[config.mk]
export PLATFORM = sky130hd
export DESIGN_NAME = tqu_tx_upconverter
export DESIGN_NICKNAME = d
export VERILOG_FILES = /design/src/inc/tqu_pkg.sv /design/src/design/tqu_fifo.sv /design/src/design/tqu_tx_upconverter.sv
export SDC_FILE = /design/constraint.sdc
export NUM_CORES = 2
export LEC_CHECK = 0
export ABC_AREA = 1
export BUFFER_PORTS_ARGS = -buffer_cell sky130_fd_sc_hd__buf_2
export CAP_MARGIN = 20
export CORE_MARGIN = 4
export CORE_UTILIZATION = 50
export CTS_CLUSTER_DIAMETER = 150
export DETAILED_ROUTE_END_ITERATION = 10
export HOLD_SLACK_MARGIN = 0.03
export PLACE_DENSITY_LB_ADDON = 0.2
export SLEW_MARGIN = 20
export SYNTH_ARGS = -nofsm -noshare
export SYNTH_HDL_FRONTEND = slang
export SYNTH_HIERARCHICAL = 1
export SYNTH_SLANG_ARGS = --single-unit
[constraint.sdc]
create_clock -name SYS_CLK -period 26.2 [get_ports SYS_CLK]
set_clock_uncertainty 0.2 [all_clocks]
set_input_delay 1.31 -clock SYS_CLK [delete_from_list [all_inputs] [get_ports SYS_CLK]]
set_output_delay 1.31 -clock SYS_CLK [all_outputs]
set_load 0.1 [all_outputs]
[src/inc/tqu_pkg.sv]
package tqu_pkg;

   // Clocking
   localparam int SYS_CLK_HZ      = 10_000_000;
   localparam int MCLK_DIV        = 4;
   localparam int FLUSH_MCLK      = 80;
   localparam int FLUSH_CYC       = FLUSH_MCLK * MCLK_DIV;

   // Stream widths
   localparam int NIB_W           = 6;
   localparam int SAMP_W          = 12;
   localparam int SYM_W           = 2 * SAMP_W;
   localparam int NIBS_PER_SYM    = 4;
   localparam int FTW_W           = 26;
   localparam int FIFO_DEPTH      = 8;

   // Interpolation
   localparam int FIR_R           = 4;
   localparam int CIC_R           = 4;
   localparam int TOTAL_R         = FIR_R * CIC_R;
   localparam int CIC_W           = 16;
   localparam int LUT_W           = 6;

   // Nibble positions inside a symbol
   localparam logic [1:0] POS_I_HI = 2'h0;
   localparam logic [1:0] POS_I_LO = 2'h1;
   localparam logic [1:0] POS_Q_HI = 2'h2;
   localparam logic [1:0] POS_Q_LO = 2'h3;

   // Carrier phase offset of a quarter turn in the sine table
   localparam logic [LUT_W-1:0] QUARTER_TURN = 6'h10;

   // Inverse sinc taps: (-1, 18, -1) / 16
   localparam logic signed [5:0] ISINC_CENTER = 6'sh12;
   localparam int                ISINC_SHIFT  = 4;
   localparam int                MOD_SHIFT    = 11;

   typedef enum logic [1:0] {
      TQU_PWR_RUN   = 2'b00,
      TQU_PWR_DOWN  = 2'b01,
      TQU_PWR_FLUSH = 2'b10
   } tqu_pwr_t;

   // Quarter-wave sine, sampled at odd multiples of pi/64
   function automatic logic signed [SAMP_W-1:0] tqu_sine(input logic [LUT_W-1:0] ph);
      logic [3:0]        idx;
      logic [SAMP_W-1:0] mag;
      idx = ph[4] ? ~ph[3:0] : ph[3:0];
      unique case (idx)
         4'h0: mag = 12'h064;
         4'h1: mag = 12'h12C;
         4'h2: mag = 12'h1F1;
         4'h3: mag = 12'h2B2;
         4'h4: mag = 12'h36B;
         4'h5: mag = 12'h41C;
         4'h6: mag = 12'h4C3;
         4'h7: mag = 12'h55F;
         4'h8: mag = 12'h5ED;
         4'h9: mag = 12'h66C;
         4'hA: mag = 12'h6DC;
         4'hB: mag = 12'h73B;
         4'hC: mag = 12'h787;
         4'hD: mag = 12'h7C2;
         4'hE: mag = 12'h7E9;
         4'hF: mag = 12'h7FD;
      endcase
      return ph[5] ? -$signed(mag) : $signed(mag);
   endfunction

endpackage

[src/design/tqu_fifo.sv]
`timescale 1ns/1ps
`default_nettype none

module tqu_fifo #(
   parameter int W     = 24,
   parameter int DEPTH = 8
) (
   input  wire  logic         clk,
   input  wire  logic         rst,
   input  wire  logic         in_valid,
   output logic               in_ready,
   input  wire  logic [W-1:0] in_data,
   output logic               out_valid,
   input  wire  logic         out_ready,
   output logic [W-1:0]       out_data
);

   localparam int AW = $clog2(DEPTH);

   logic [W-1:0]  mem_q [DEPTH];
   logic [AW-1:0] wr_ptr_q;
   logic [AW-1:0] rd_ptr_q;
   logic [AW:0]   count_q;
   logic          push;
   logic          pop;

   assign in_ready  = (count_q != (AW+1)'(DEPTH));
   assign out_valid = (count_q != '0);
   assign push      = in_valid & in_ready;
   assign pop       = out_valid & out_ready;
   assign out_data  = mem_q[rd_ptr_q];

   always_ff @(posedge clk) begin
      if (push) begin
         mem_q[wr_ptr_q] <= in_data;
      end
   end

   always_ff @(posedge clk) begin
      if (rst) begin
         wr_ptr_q <= '0;
         rd_ptr_q <= '0;
         count_q  <= '0;
      end else begin
         if (push) begin
            wr_ptr_q <= (wr_ptr_q == AW'(DEPTH-1)) ? '0 : wr_ptr_q + 1'b1;
         end
         if (pop) begin
            rd_ptr_q <= (rd_ptr_q == AW'(DEPTH-1)) ? '0 : rd_ptr_q + 1'b1;
         end
         if (push && !pop) begin
            count_q <= count_q + 1'b1;
         end else if (pop && !push) begin
            count_q <= count_q - 1'b1;
         end
      end
   end

endmodule // tqu_fifo

`default_nettype wire

[src/design/tqu_tx_upconverter.sv]
// Behaviour
// - I and Q are 12-bit words throughout
// - Four 6-bit nibbles build one symbol
// - At most one nibble captured per system clock
// - Sync high marks a symbol's first nibble
// - Nibbles one-two form I, three-four Q
// - Components are signed twos complement
// - 4x FIR then 4x CIC, total 16
// - Interpolators low-pass filter out images
// - Modulator shifts baseband to synthesized carrier
// - Synthesizer on system clock, 26-bit tuning
// - I times cosine carrier, less Q times sine
// - One 12-bit sample per clock out
// - Inverse sinc between modulator and output
// - Output path sustains one sample per clock
// - Power-down freezes datapath, resets CIC
// - CIC held reset 80 master cycles after
// - Software power-down acts like the pin
`timescale 1ns/1ps
`default_nettype none

module tqu_tx_upconverter
   import tqu_pkg::*;
#(
   parameter int FIFO_D   = FIFO_DEPTH,
   parameter int FLUSH_N  = FLUSH_CYC
) (
   input  wire  logic              SYS_CLK,
   input  wire  logic              RST,
   input  wire  logic [NIB_W-1:0]  TX_NIBBLE_BUS,
   input  wire  logic              TX_NIBBLE_VALID,
   input  wire  logic              TX_SYMBOL_STROBE,
   output logic                    TX_READY,
   input  wire  logic              TX_POWER_DOWN_N,
   input  wire  logic              TX_SW_POWER_DOWN,
   input  wire  logic [FTW_W-1:0]  TX_FREQ_WORD,
   output logic [SAMP_W-1:0]       DAC_DATA,
   output logic                    TX_ACTIVE
);

   // ---------------- Power-down control ----------------
   tqu_pwr_t             pwr_q;
   logic [8:0]           flush_cnt_q;
   logic                 pd_req;
   logic                 active;
   logic                 cic_clr;

   assign pd_req  = ~TX_POWER_DOWN_N | TX_SW_POWER_DOWN;
   assign active  = (pwr_q != TQU_PWR_DOWN);
   assign cic_clr = RST | (pwr_q != TQU_PWR_RUN);
   assign TX_ACTIVE = (pwr_q == TQU_PWR_RUN);

   always_ff @(posedge SYS_CLK) begin
      if (RST) begin
         pwr_q       <= TQU_PWR_DOWN;
         flush_cnt_q <= '0;
      end else begin
         unique case (pwr_q)
            TQU_PWR_RUN: begin
               if (pd_req) begin
                  pwr_q <= TQU_PWR_DOWN;
               end
            end
            TQU_PWR_DOWN: begin
               if (!pd_req) begin
                  pwr_q       <= TQU_PWR_FLUSH;
                  flush_cnt_q <= 9'(FLUSH_N - 1);
               end
            end
            TQU_PWR_FLUSH: begin
               if (pd_req) begin
                  pwr_q <= TQU_PWR_DOWN;
               end else if (flush_cnt_q == '0) begin
                  pwr_q <= TQU_PWR_RUN;
               end else begin
                  flush_cnt_q <= flush_cnt_q - 1'b1;
               end
            end
            default: begin
               pwr_q <= TQU_PWR_DOWN;
            end
         endcase
      end
   end

   // ---------------- Symbol assembler ----------------
   logic [1:0]             pos_q;
   logic [NIB_W-1:0]       i_hi_q;
   logic [NIB_W-1:0]       i_lo_q;
   logic [NIB_W-1:0]       q_hi_q;
   logic                   take;
   logic                   push;
   logic                   fifo_in_ready;
   logic [SYM_W-1:0]       push_data;

   assign TX_READY  = fifo_in_ready & active;
   assign take      = TX_READY & TX_NIBBLE_VALID;
   // A symbol is pushed on its fourth nibble; a nibble at position zero without sync is dropped
   assign push      = take & ~TX_SYMBOL_STROBE & (pos_q == POS_Q_LO);
   assign push_data = {i_hi_q, i_lo_q, q_hi_q, TX_NIBBLE_BUS};

   always_ff @(posedge SYS_CLK) begin
      if (RST) begin
         pos_q  <= POS_I_HI;
         i_hi_q <= '0;
         i_lo_q <= '0;
         q_hi_q <= '0;
      end else if (take) begin
         if (TX_SYMBOL_STROBE) begin
            i_hi_q <= TX_NIBBLE_BUS;
            pos_q  <= POS_I_LO;
         end else begin
            unique case (pos_q)
               POS_I_HI: begin
                  pos_q <= POS_I_HI;
               end
               POS_I_LO: begin
                  i_lo_q <= TX_NIBBLE_BUS;
                  pos_q  <= POS_Q_HI;
               end
               POS_Q_HI: begin
                  q_hi_q <= TX_NIBBLE_BUS;
                  pos_q  <= POS_Q_LO;
               end
               POS_Q_LO: begin
                  pos_q <= POS_I_HI;
               end
            endcase
         end
      end
   end

   // ---------------- Symbol buffer ----------------
   logic                   fifo_out_valid;
   logic                   fifo_out_ready;
   logic [SYM_W-1:0]       fifo_out_data;

   tqu_fifo #(
      .W     (SYM_W),
      .DEPTH (FIFO_D)
   ) u_fifo (
      .clk       (SYS_CLK),
      .rst       (RST),
      .in_valid  (push),
      .in_ready  (fifo_in_ready),
      .in_data   (push_data),
      .out_valid (fifo_out_valid),
      .out_ready (fifo_out_ready),
      .out_data  (fifo_out_data)
   );

   // ---------------- Rate sequencing ----------------
   logic [3:0]             phase_q;
   logic                   sym_tick;
   logic                   fir_tick;
   logic signed [SAMP_W-1:0] sym_in [2];

   assign sym_tick       = active & (phase_q == '0);
   assign fir_tick       = active & (phase_q[1:0] == '0);
   assign fifo_out_ready = sym_tick;
   // An empty buffer feeds null symbols so the filters keep settling
   assign sym_in[0] = fifo_out_valid ? $signed(fifo_out_data[SYM_W-1:SAMP_W]) : '0;
   assign sym_in[1] = fifo_out_valid ? $signed(fifo_out_data[SAMP_W-1:0]) : '0;

   always_ff @(posedge SYS_CLK) begin
      if (RST) begin
         phase_q <= '0;
      end else if (active) begin
         phase_q <= (phase_q == 4'(TOTAL_R - 1)) ? '0 : phase_q + 1'b1;
      end
   end

   // ---------------- Interpolators, per channel ----------------
   logic signed [SAMP_W-1:0] cic_out [2];

   for (genvar ch = 0; ch < 2; ch++) begin : g_chan
      logic signed [SAMP_W-1:0] x_prev_q;
      logic signed [SAMP_W-1:0] x_cur_q;
      logic signed [SAMP_W-1:0] fir_q;
      logic signed [3:0]        w_cur;
      logic signed [3:0]        w_prev;
      logic signed [16:0]       fir_acc;
      logic signed [13:0]       comb_x_d_q;
      logic signed [13:0]       comb1_d_q;
      logic signed [13:0]       comb1;
      logic signed [13:0]       comb2_q;
      logic signed [CIC_W-1:0]  integ_in;
      logic signed [CIC_W-1:0]  integ1_q;
      logic signed [CIC_W-1:0]  integ2_q;

      // Linear-phase 4x FIR: triangular polyphase weights
      assign w_cur   = $signed({2'b00, phase_q[3:2]});
      assign w_prev  = 4'(FIR_R) - w_cur;
      assign fir_acc = 17'(x_prev_q * w_prev) + 17'(x_cur_q * w_cur);

      always_ff @(posedge SYS_CLK) begin
         if (RST) begin
            x_prev_q <= '0;
            x_cur_q  <= '0;
            fir_q    <= '0;
         end else begin
            if (sym_tick) begin
               x_prev_q <= x_cur_q;
               x_cur_q  <= sym_in[ch];
            end
            if (fir_tick) begin
               fir_q <= fir_acc[13:2];
            end
         end
      end

      // Two-stage CIC, combs at the FIR rate, integrators every clock
      assign comb1    = 14'(fir_q) - comb_x_d_q;
      assign integ_in = fir_tick ? CIC_W'(comb2_q) : '0;

      always_ff @(posedge SYS_CLK) begin
         if (cic_clr) begin
            comb_x_d_q <= '0;
            comb1_d_q  <= '0;
            comb2_q    <= '0;
            integ1_q   <= '0;
            integ2_q   <= '0;
         end else if (active) begin
            if (fir_tick) begin
               comb_x_d_q <= 14'(fir_q);
               comb1_d_q  <= comb1;
               comb2_q    <= comb1 - comb1_d_q;
            end
            integ1_q <= integ1_q + integ_in;
            integ2_q <= integ2_q + integ1_q;
         end
      end

      // Gain of the CIC is CIC_R, removed by dropping two bits
      assign cic_out[ch] = integ2_q[13:2];
   end

   // ---------------- Carrier synthesizer ----------------
   logic [FTW_W-1:0]         acc_q;
   logic [LUT_W-1:0]         ph;
   logic signed [SAMP_W-1:0] carr_cos;
   logic signed [SAMP_W-1:0] carr_sin;

   always_ff @(posedge SYS_CLK) begin
      if (RST) begin
         acc_q <= '0;
      end else if (active) begin
         acc_q <= acc_q + TX_FREQ_WORD;
      end
   end

   assign ph       = acc_q[FTW_W-1 -: LUT_W];
   assign carr_sin = tqu_sine(ph);
   assign carr_cos = tqu_sine(ph + QUARTER_TURN);

   // ---------------- Quadrature modulator ----------------
   logic signed [23:0]       prod_i;
   logic signed [23:0]       prod_q;
   logic signed [24:0]       mod_sum;
   logic signed [13:0]       mod_q;

   assign prod_i  = cic_out[0] * carr_cos;
   assign prod_q  = cic_out[1] * carr_sin;
   assign mod_sum = 25'(prod_i) - 25'(prod_q);

   always_ff @(posedge SYS_CLK) begin
      if (RST) begin
         mod_q <= '0;
      end else if (active) begin
         mod_q <= mod_sum[MOD_SHIFT +: 14];
      end
   end

   // ---------------- Inverse sinc and output ----------------
   logic signed [13:0]       isinc_d1_q;
   logic signed [13:0]       isinc_d2_q;
   logic signed [20:0]       isinc_acc;
   logic signed [16:0]       isinc_scaled;

   function automatic logic signed [SAMP_W-1:0] sat_samp(input logic signed [16:0] v);
      logic signed [16:0] hi;
      logic signed [16:0] lo;
      hi = 17'sh007FF;
      lo = -17'sh00800;
      if (v > hi) begin
         return 12'h7FF;
      end else if (v < lo) begin
         return 12'h800;
      end else begin
         return v[SAMP_W-1:0];
      end
   endfunction

   assign isinc_acc    = 21'(isinc_d1_q * ISINC_CENTER) - 21'(mod_q) - 21'(isinc_d2_q);
   assign isinc_scaled = 17'(isinc_acc >>> ISINC_SHIFT);

   always_ff @(posedge SYS_CLK) begin
      if (RST) begin
         isinc_d1_q <= '0;
         isinc_d2_q <= '0;
      end else if (active) begin
         isinc_d1_q <= mod_q;
         isinc_d2_q <= isinc_d1_q;
      end
   end

   always_ff @(posedge SYS_CLK) begin
      if (RST) begin
         DAC_DATA <= '0;
      end else if (active) begin
         DAC_DATA <= sat_samp(isinc_scaled);
      end
   end

endmodule // tqu_tx_upconverter

`default_nettype wire

==> out/qor.csv <==
metric,value,unit
run status,finished clean,
max-cap violations,0,
via count of the routed design,33778,
final wirelength,103.0,mm
share of synthesized registers carrying an async set or reset,0,%
largest incremental delay on the critical path,770,ps
met3 layer usage reported by global route,3.702,%
count of TritonRoute iterations in the first routing pass,7,
Synth-to-Final Area Change,7.278,%
measured slew at the worst slew-check pin,1035,ps
most common cell in the synthesized netlist,sky130_fd_sc_hd__inv_1,
clock tree buffer depth,3,
GRT Residual Overflow,0,
net count reported at finish,6227,
routability congestion estimate from global placement,0.9060,
crit-path max FO,13,
core area,86890,sq um
leading cell types by count after synthesis,"sky130_fd_sc_hd__inv_1, sky130_fd_sc_hd__nand2_1, sky130_fd_sc_hd__nor2_1",
DR WL/cell,15.59,um
Final Max Tran Viols,0,
reg-to-reg startpoint,acc_q[24]$_SDFFE_PP0N_,
wire length of the first global-routing pass,172.2,mm
maximum clock rate,104.8,MHz
Chip Width,304.2,um
data required time of the worst path,26500,ps
starting density of the core,50.48,%
fraction of post-synthesis cell area in the top cell type by area,19.22,%
die footprint,92520,sq um
TritonCTS clock tree,built,
setup tns final,0,ps
Post-Syn Area,43860,sq um
met2 Use GR,38.03,%
leakage power,0.02277,uW
pwr dens,64.64,nW/um^2
number of buffers created by CTS,59,
share of the core filled with cells in the final layout,54.15,%
pin count of the biggest net entering global routing,97,
number of buffers inserted by post-CTS setup repair,0,
deepest level of the CTS H-tree,2,
critical path class,flip-flop to flip-flop,
post-synthesis instance total,5422,
Yosys warnings,6,
most frequent cell on the critical path,sky130_fd_sc_hd__inv_1,
cells taking the most area after synthesis,"sky130_fd_sc_hd__fa_1, sky130_fd_sc_hd__dfxtp_1, sky130_fd_sc_hd__edfxtp_1",
Mapped Nets,6253,
cell chosen for the clock root,sky130_fd_sc_hd__clkbuf_16,
total clock sinks,526,
reg2reg end,mod_q[13]$_SDFFE_PP0N_,
I/O pin count,52,
initial antenna violation count,5,
Iteration-0 DRC Markers,1913,
classification of the worst-slack hold path,flip-flop to flip-flop,
area post-placement,45080,sq um
vertical extent of the die,304.2,um
endpoint arrival time on the critical path,9840,ps
Worst Setup Start Kind,flip-flop,
total count of hold-check failures in the final report,0,
average vias per placed instance,5.115,
post-cts repair resize count,0,
Port Buffers,51,
Main synth FF type,sky130_fd_sc_hd__dfxtp_1,
Register-to-Register Setup Slack,16660,ps
worst slew slack as a fraction of its limit,30.92,%
hold-fix buffer count after cts,0,
layout cell share with drive strength beyond 1,4.278,%
share of synthesized area occupied by flip-flops and latches,28.39,%
Final WS setup,16660,ps
"Min Clock Period, post-route",9539,ps
Worst Setup End Kind,flip-flop,
Layout fillers,8147,
unrepaired setup endpoints after global routing,no,
GRT Util Overall,22.54,%
global routing's busiest layer,met2,
number of enable-type register cells in the synthesized netlist,192,
flip-flop and latch count after synthesis,526,
clock-pin transition on the worst setup and hold timing paths,60,ps
worst-case hold path end point,g_chan[0].comb_x_d_q[6]$_SDFFE_PP0P_,
period utilization,36.41,%
VDD IR-drop max,0.05609,mV
worst slack after detailed placement,16680,ps
syn_area_per_cell,8.089,sq um
depth of the worst hold-timing path,2,
DP Wirelength,77.70,mm
Site Rows,108,
met1 track utilization from global routing,30.14,%
length in cells of the worst reg-to-reg path,37,
leading area contributor after synthesis,sky130_fd_sc_hd__fa_1,
Worst-Skew Late Latency,650,ps
startpoint of the tightest hold check path,g_chan[0].comb_x_d_q[6]$_SDFFE_PP0P_,
register area,12450,sq um
number of nets with antenna violations after detailed routing,0,
via count of the first global-routing pass,33749,
final cell area excluding filler cells,47050,sq um
post-route DRC violation count,0,
highest-delay cell along the critical path,sky130_fd_sc_hd__xor2_1,
final-report setup violation count,0,
multi-input gate area in the final layout,26850,sq um
library cells used by synthesis,55,
## power breakdown
part	leakage (uW)	internal (uW)	total (uW)	switching, uW
clock network	0.000955	481	828	347
registers	0.00444	869	896	27.3
logic	0.0174	458	1320	858
total	0.0228	1810	3040	1230
## final cells by class
class                   instances  area share, %
diodes                          2        0.01064
well taps                    1155          3.072
multi-input cells            3704          57.08
inverters                    1026          8.209
clock buffers                  86          3.510
repair buffers                 79         0.9893
clock inverters                26         0.6622
flip-flops and latches        526          26.47
## metrics by stage
step	power, uW	hold slack, ps	cells
5_1_grt	3296	279.2	6602
6_report	3041	255.9	6604
3_5_place_dp	2220	250.7	6490
4_1_cts	3063	258.9	6602
3_3_place_gp	2210	243.2	6490
2_1_floorplan	1900	233.1	5422
## worst max-delay path by stage
stage                            from                      to  slack, ps  cells after the start
6_report       acc_q[24]$_SDFFE_PP0N_  mod_q[13]$_SDFFE_PP0N_      16660                     37
5_1_grt        acc_q[24]$_SDFFE_PP0N_  mod_q[13]$_SDFFE_PP0N_      15920                     37
4_1_cts        acc_q[24]$_SDFFE_PP0N_  mod_q[13]$_SDFFE_PP0N_      16630                     37
3_5_place_dp   acc_q[24]$_SDFFE_PP0N_  mod_q[13]$_SDFFE_PP0N_      16680                     37
3_3_place_gp   acc_q[24]$_SDFFE_PP0N_  mod_q[13]$_SDFFE_PP0N_      16760                     37
2_1_floorplan  acc_q[24]$_SDFFE_PP0N_  mod_q[13]$_SDFFE_PP0N_      17850                     37
## metal layers
metal  part of all wire, %  vias up
met2                    46      679
met4                   2.7        4
li1                      -    17033
met1                    46    15891
met3                   5.3      171
met5                 0.028        -
## cells in the final DEF, fill, tap and decap left out, types with 8 or more instances in the layout
cell type | synthesis | final
sky130_fd_sc_hd__ha_1 | 372 | 372
sky130_fd_sc_hd__nand2_1 | 801 | 799
sky130_fd_sc_hd__nand3_1 | 123 | 123
sky130_fd_sc_hd__inv_2 | 6 | 8
sky130_fd_sc_hd__buf_2 | 21 | 51
sky130_fd_sc_hd__o211ai_1 | 17 | 17
sky130_fd_sc_hd__clkbuf_16 | 0 | 59
sky130_fd_sc_hd__a21oi_1 | 379 | 379
sky130_fd_sc_hd__a21o_1 | 21 | 21
sky130_fd_sc_hd__nand2_2 | 8 | 9
sky130_fd_sc_hd__o21a_1 | 14 | 14
sky130_fd_sc_hd__xnor2_1 | 51 | 51
sky130_fd_sc_hd__inv_1 | 1006 | 1004
sky130_fd_sc_hd__o21ai_0 | 385 | 384
sky130_fd_sc_hd__fa_1 | 421 | 421
sky130_fd_sc_hd__xor2_1 | 98 | 98
sky130_fd_sc_hd__nor2_4 | 1 | 11
sky130_fd_sc_hd__o21ai_1 | 66 | 67
sky130_fd_sc_hd__o21bai_1 | 29 | 29
sky130_fd_sc_hd__dfxtp_1 | 334 | 333
sky130_fd_sc_hd__clkinv_2 | 0 | 11
sky130_fd_sc_hd__edfxtp_1 | 192 | 192
sky130_fd_sc_hd__buf_4 | 5 | 28
sky130_fd_sc_hd__nor3_1 | 32 | 32
sky130_fd_sc_hd__or2_2 | 13 | 13
sky130_fd_sc_hd__clkbuf_1 | 109 | 19
sky130_fd_sc_hd__a31oi_1 | 17 | 17
sky130_fd_sc_hd__nor2_1 | 768 | 759
sky130_fd_sc_hd__clkinv_1 | 11 | 12
sky130_fd_sc_hd__nand4_1 | 22 | 22
## critical path: cells and delay by family (launching register included)
family	cells	cell delay, ps
adders and majority gates	10	4270
and+or+nand+nor	13	1540
buffers and inverters	10	1100
AOI/OAI and AO/OA	3	940
xor gates and xnor gates	1	770
DFF	1	590
## cell families (layout without fill, tap and decap cells)
group | count (synthesis) | in the layout | synth area share, %
fa+ha+maj | 793 | 793 | 29.83
flops | 526 | 526 | 28.39
xor+xnor | 152 | 152 | 3.113
simple gates | 1790 | 1790 | 16.22
buf+inv | 1192 | 1217 | 10.56
compound gates | 969 | 969 | 11.89
other cells | 0 | 2 | 0
## registers in the layout (all words and copies together), names as in the netlist, 6 cells and up, named ones only
name,flops
isinc_d2_q,14
acc_q,26
flush_cnt_q,9
g_chan.comb_x_d_q,24
i_hi_q,6
isinc_d1_q,14
g_chan.x_prev_q,24
u_fifo/mem_q,192
q_hi_q,6
g_chan.fir_q,24
i_lo_q,6
g_chan.comb2_q,28
g_chan.integ2_q,28
DAC_DATA,12
mod_q,14
g_chan.integ1_q,28
g_chan.comb1_d_q,26
g_chan.x_cur_q,24
(Power assumes the default switching activity.)
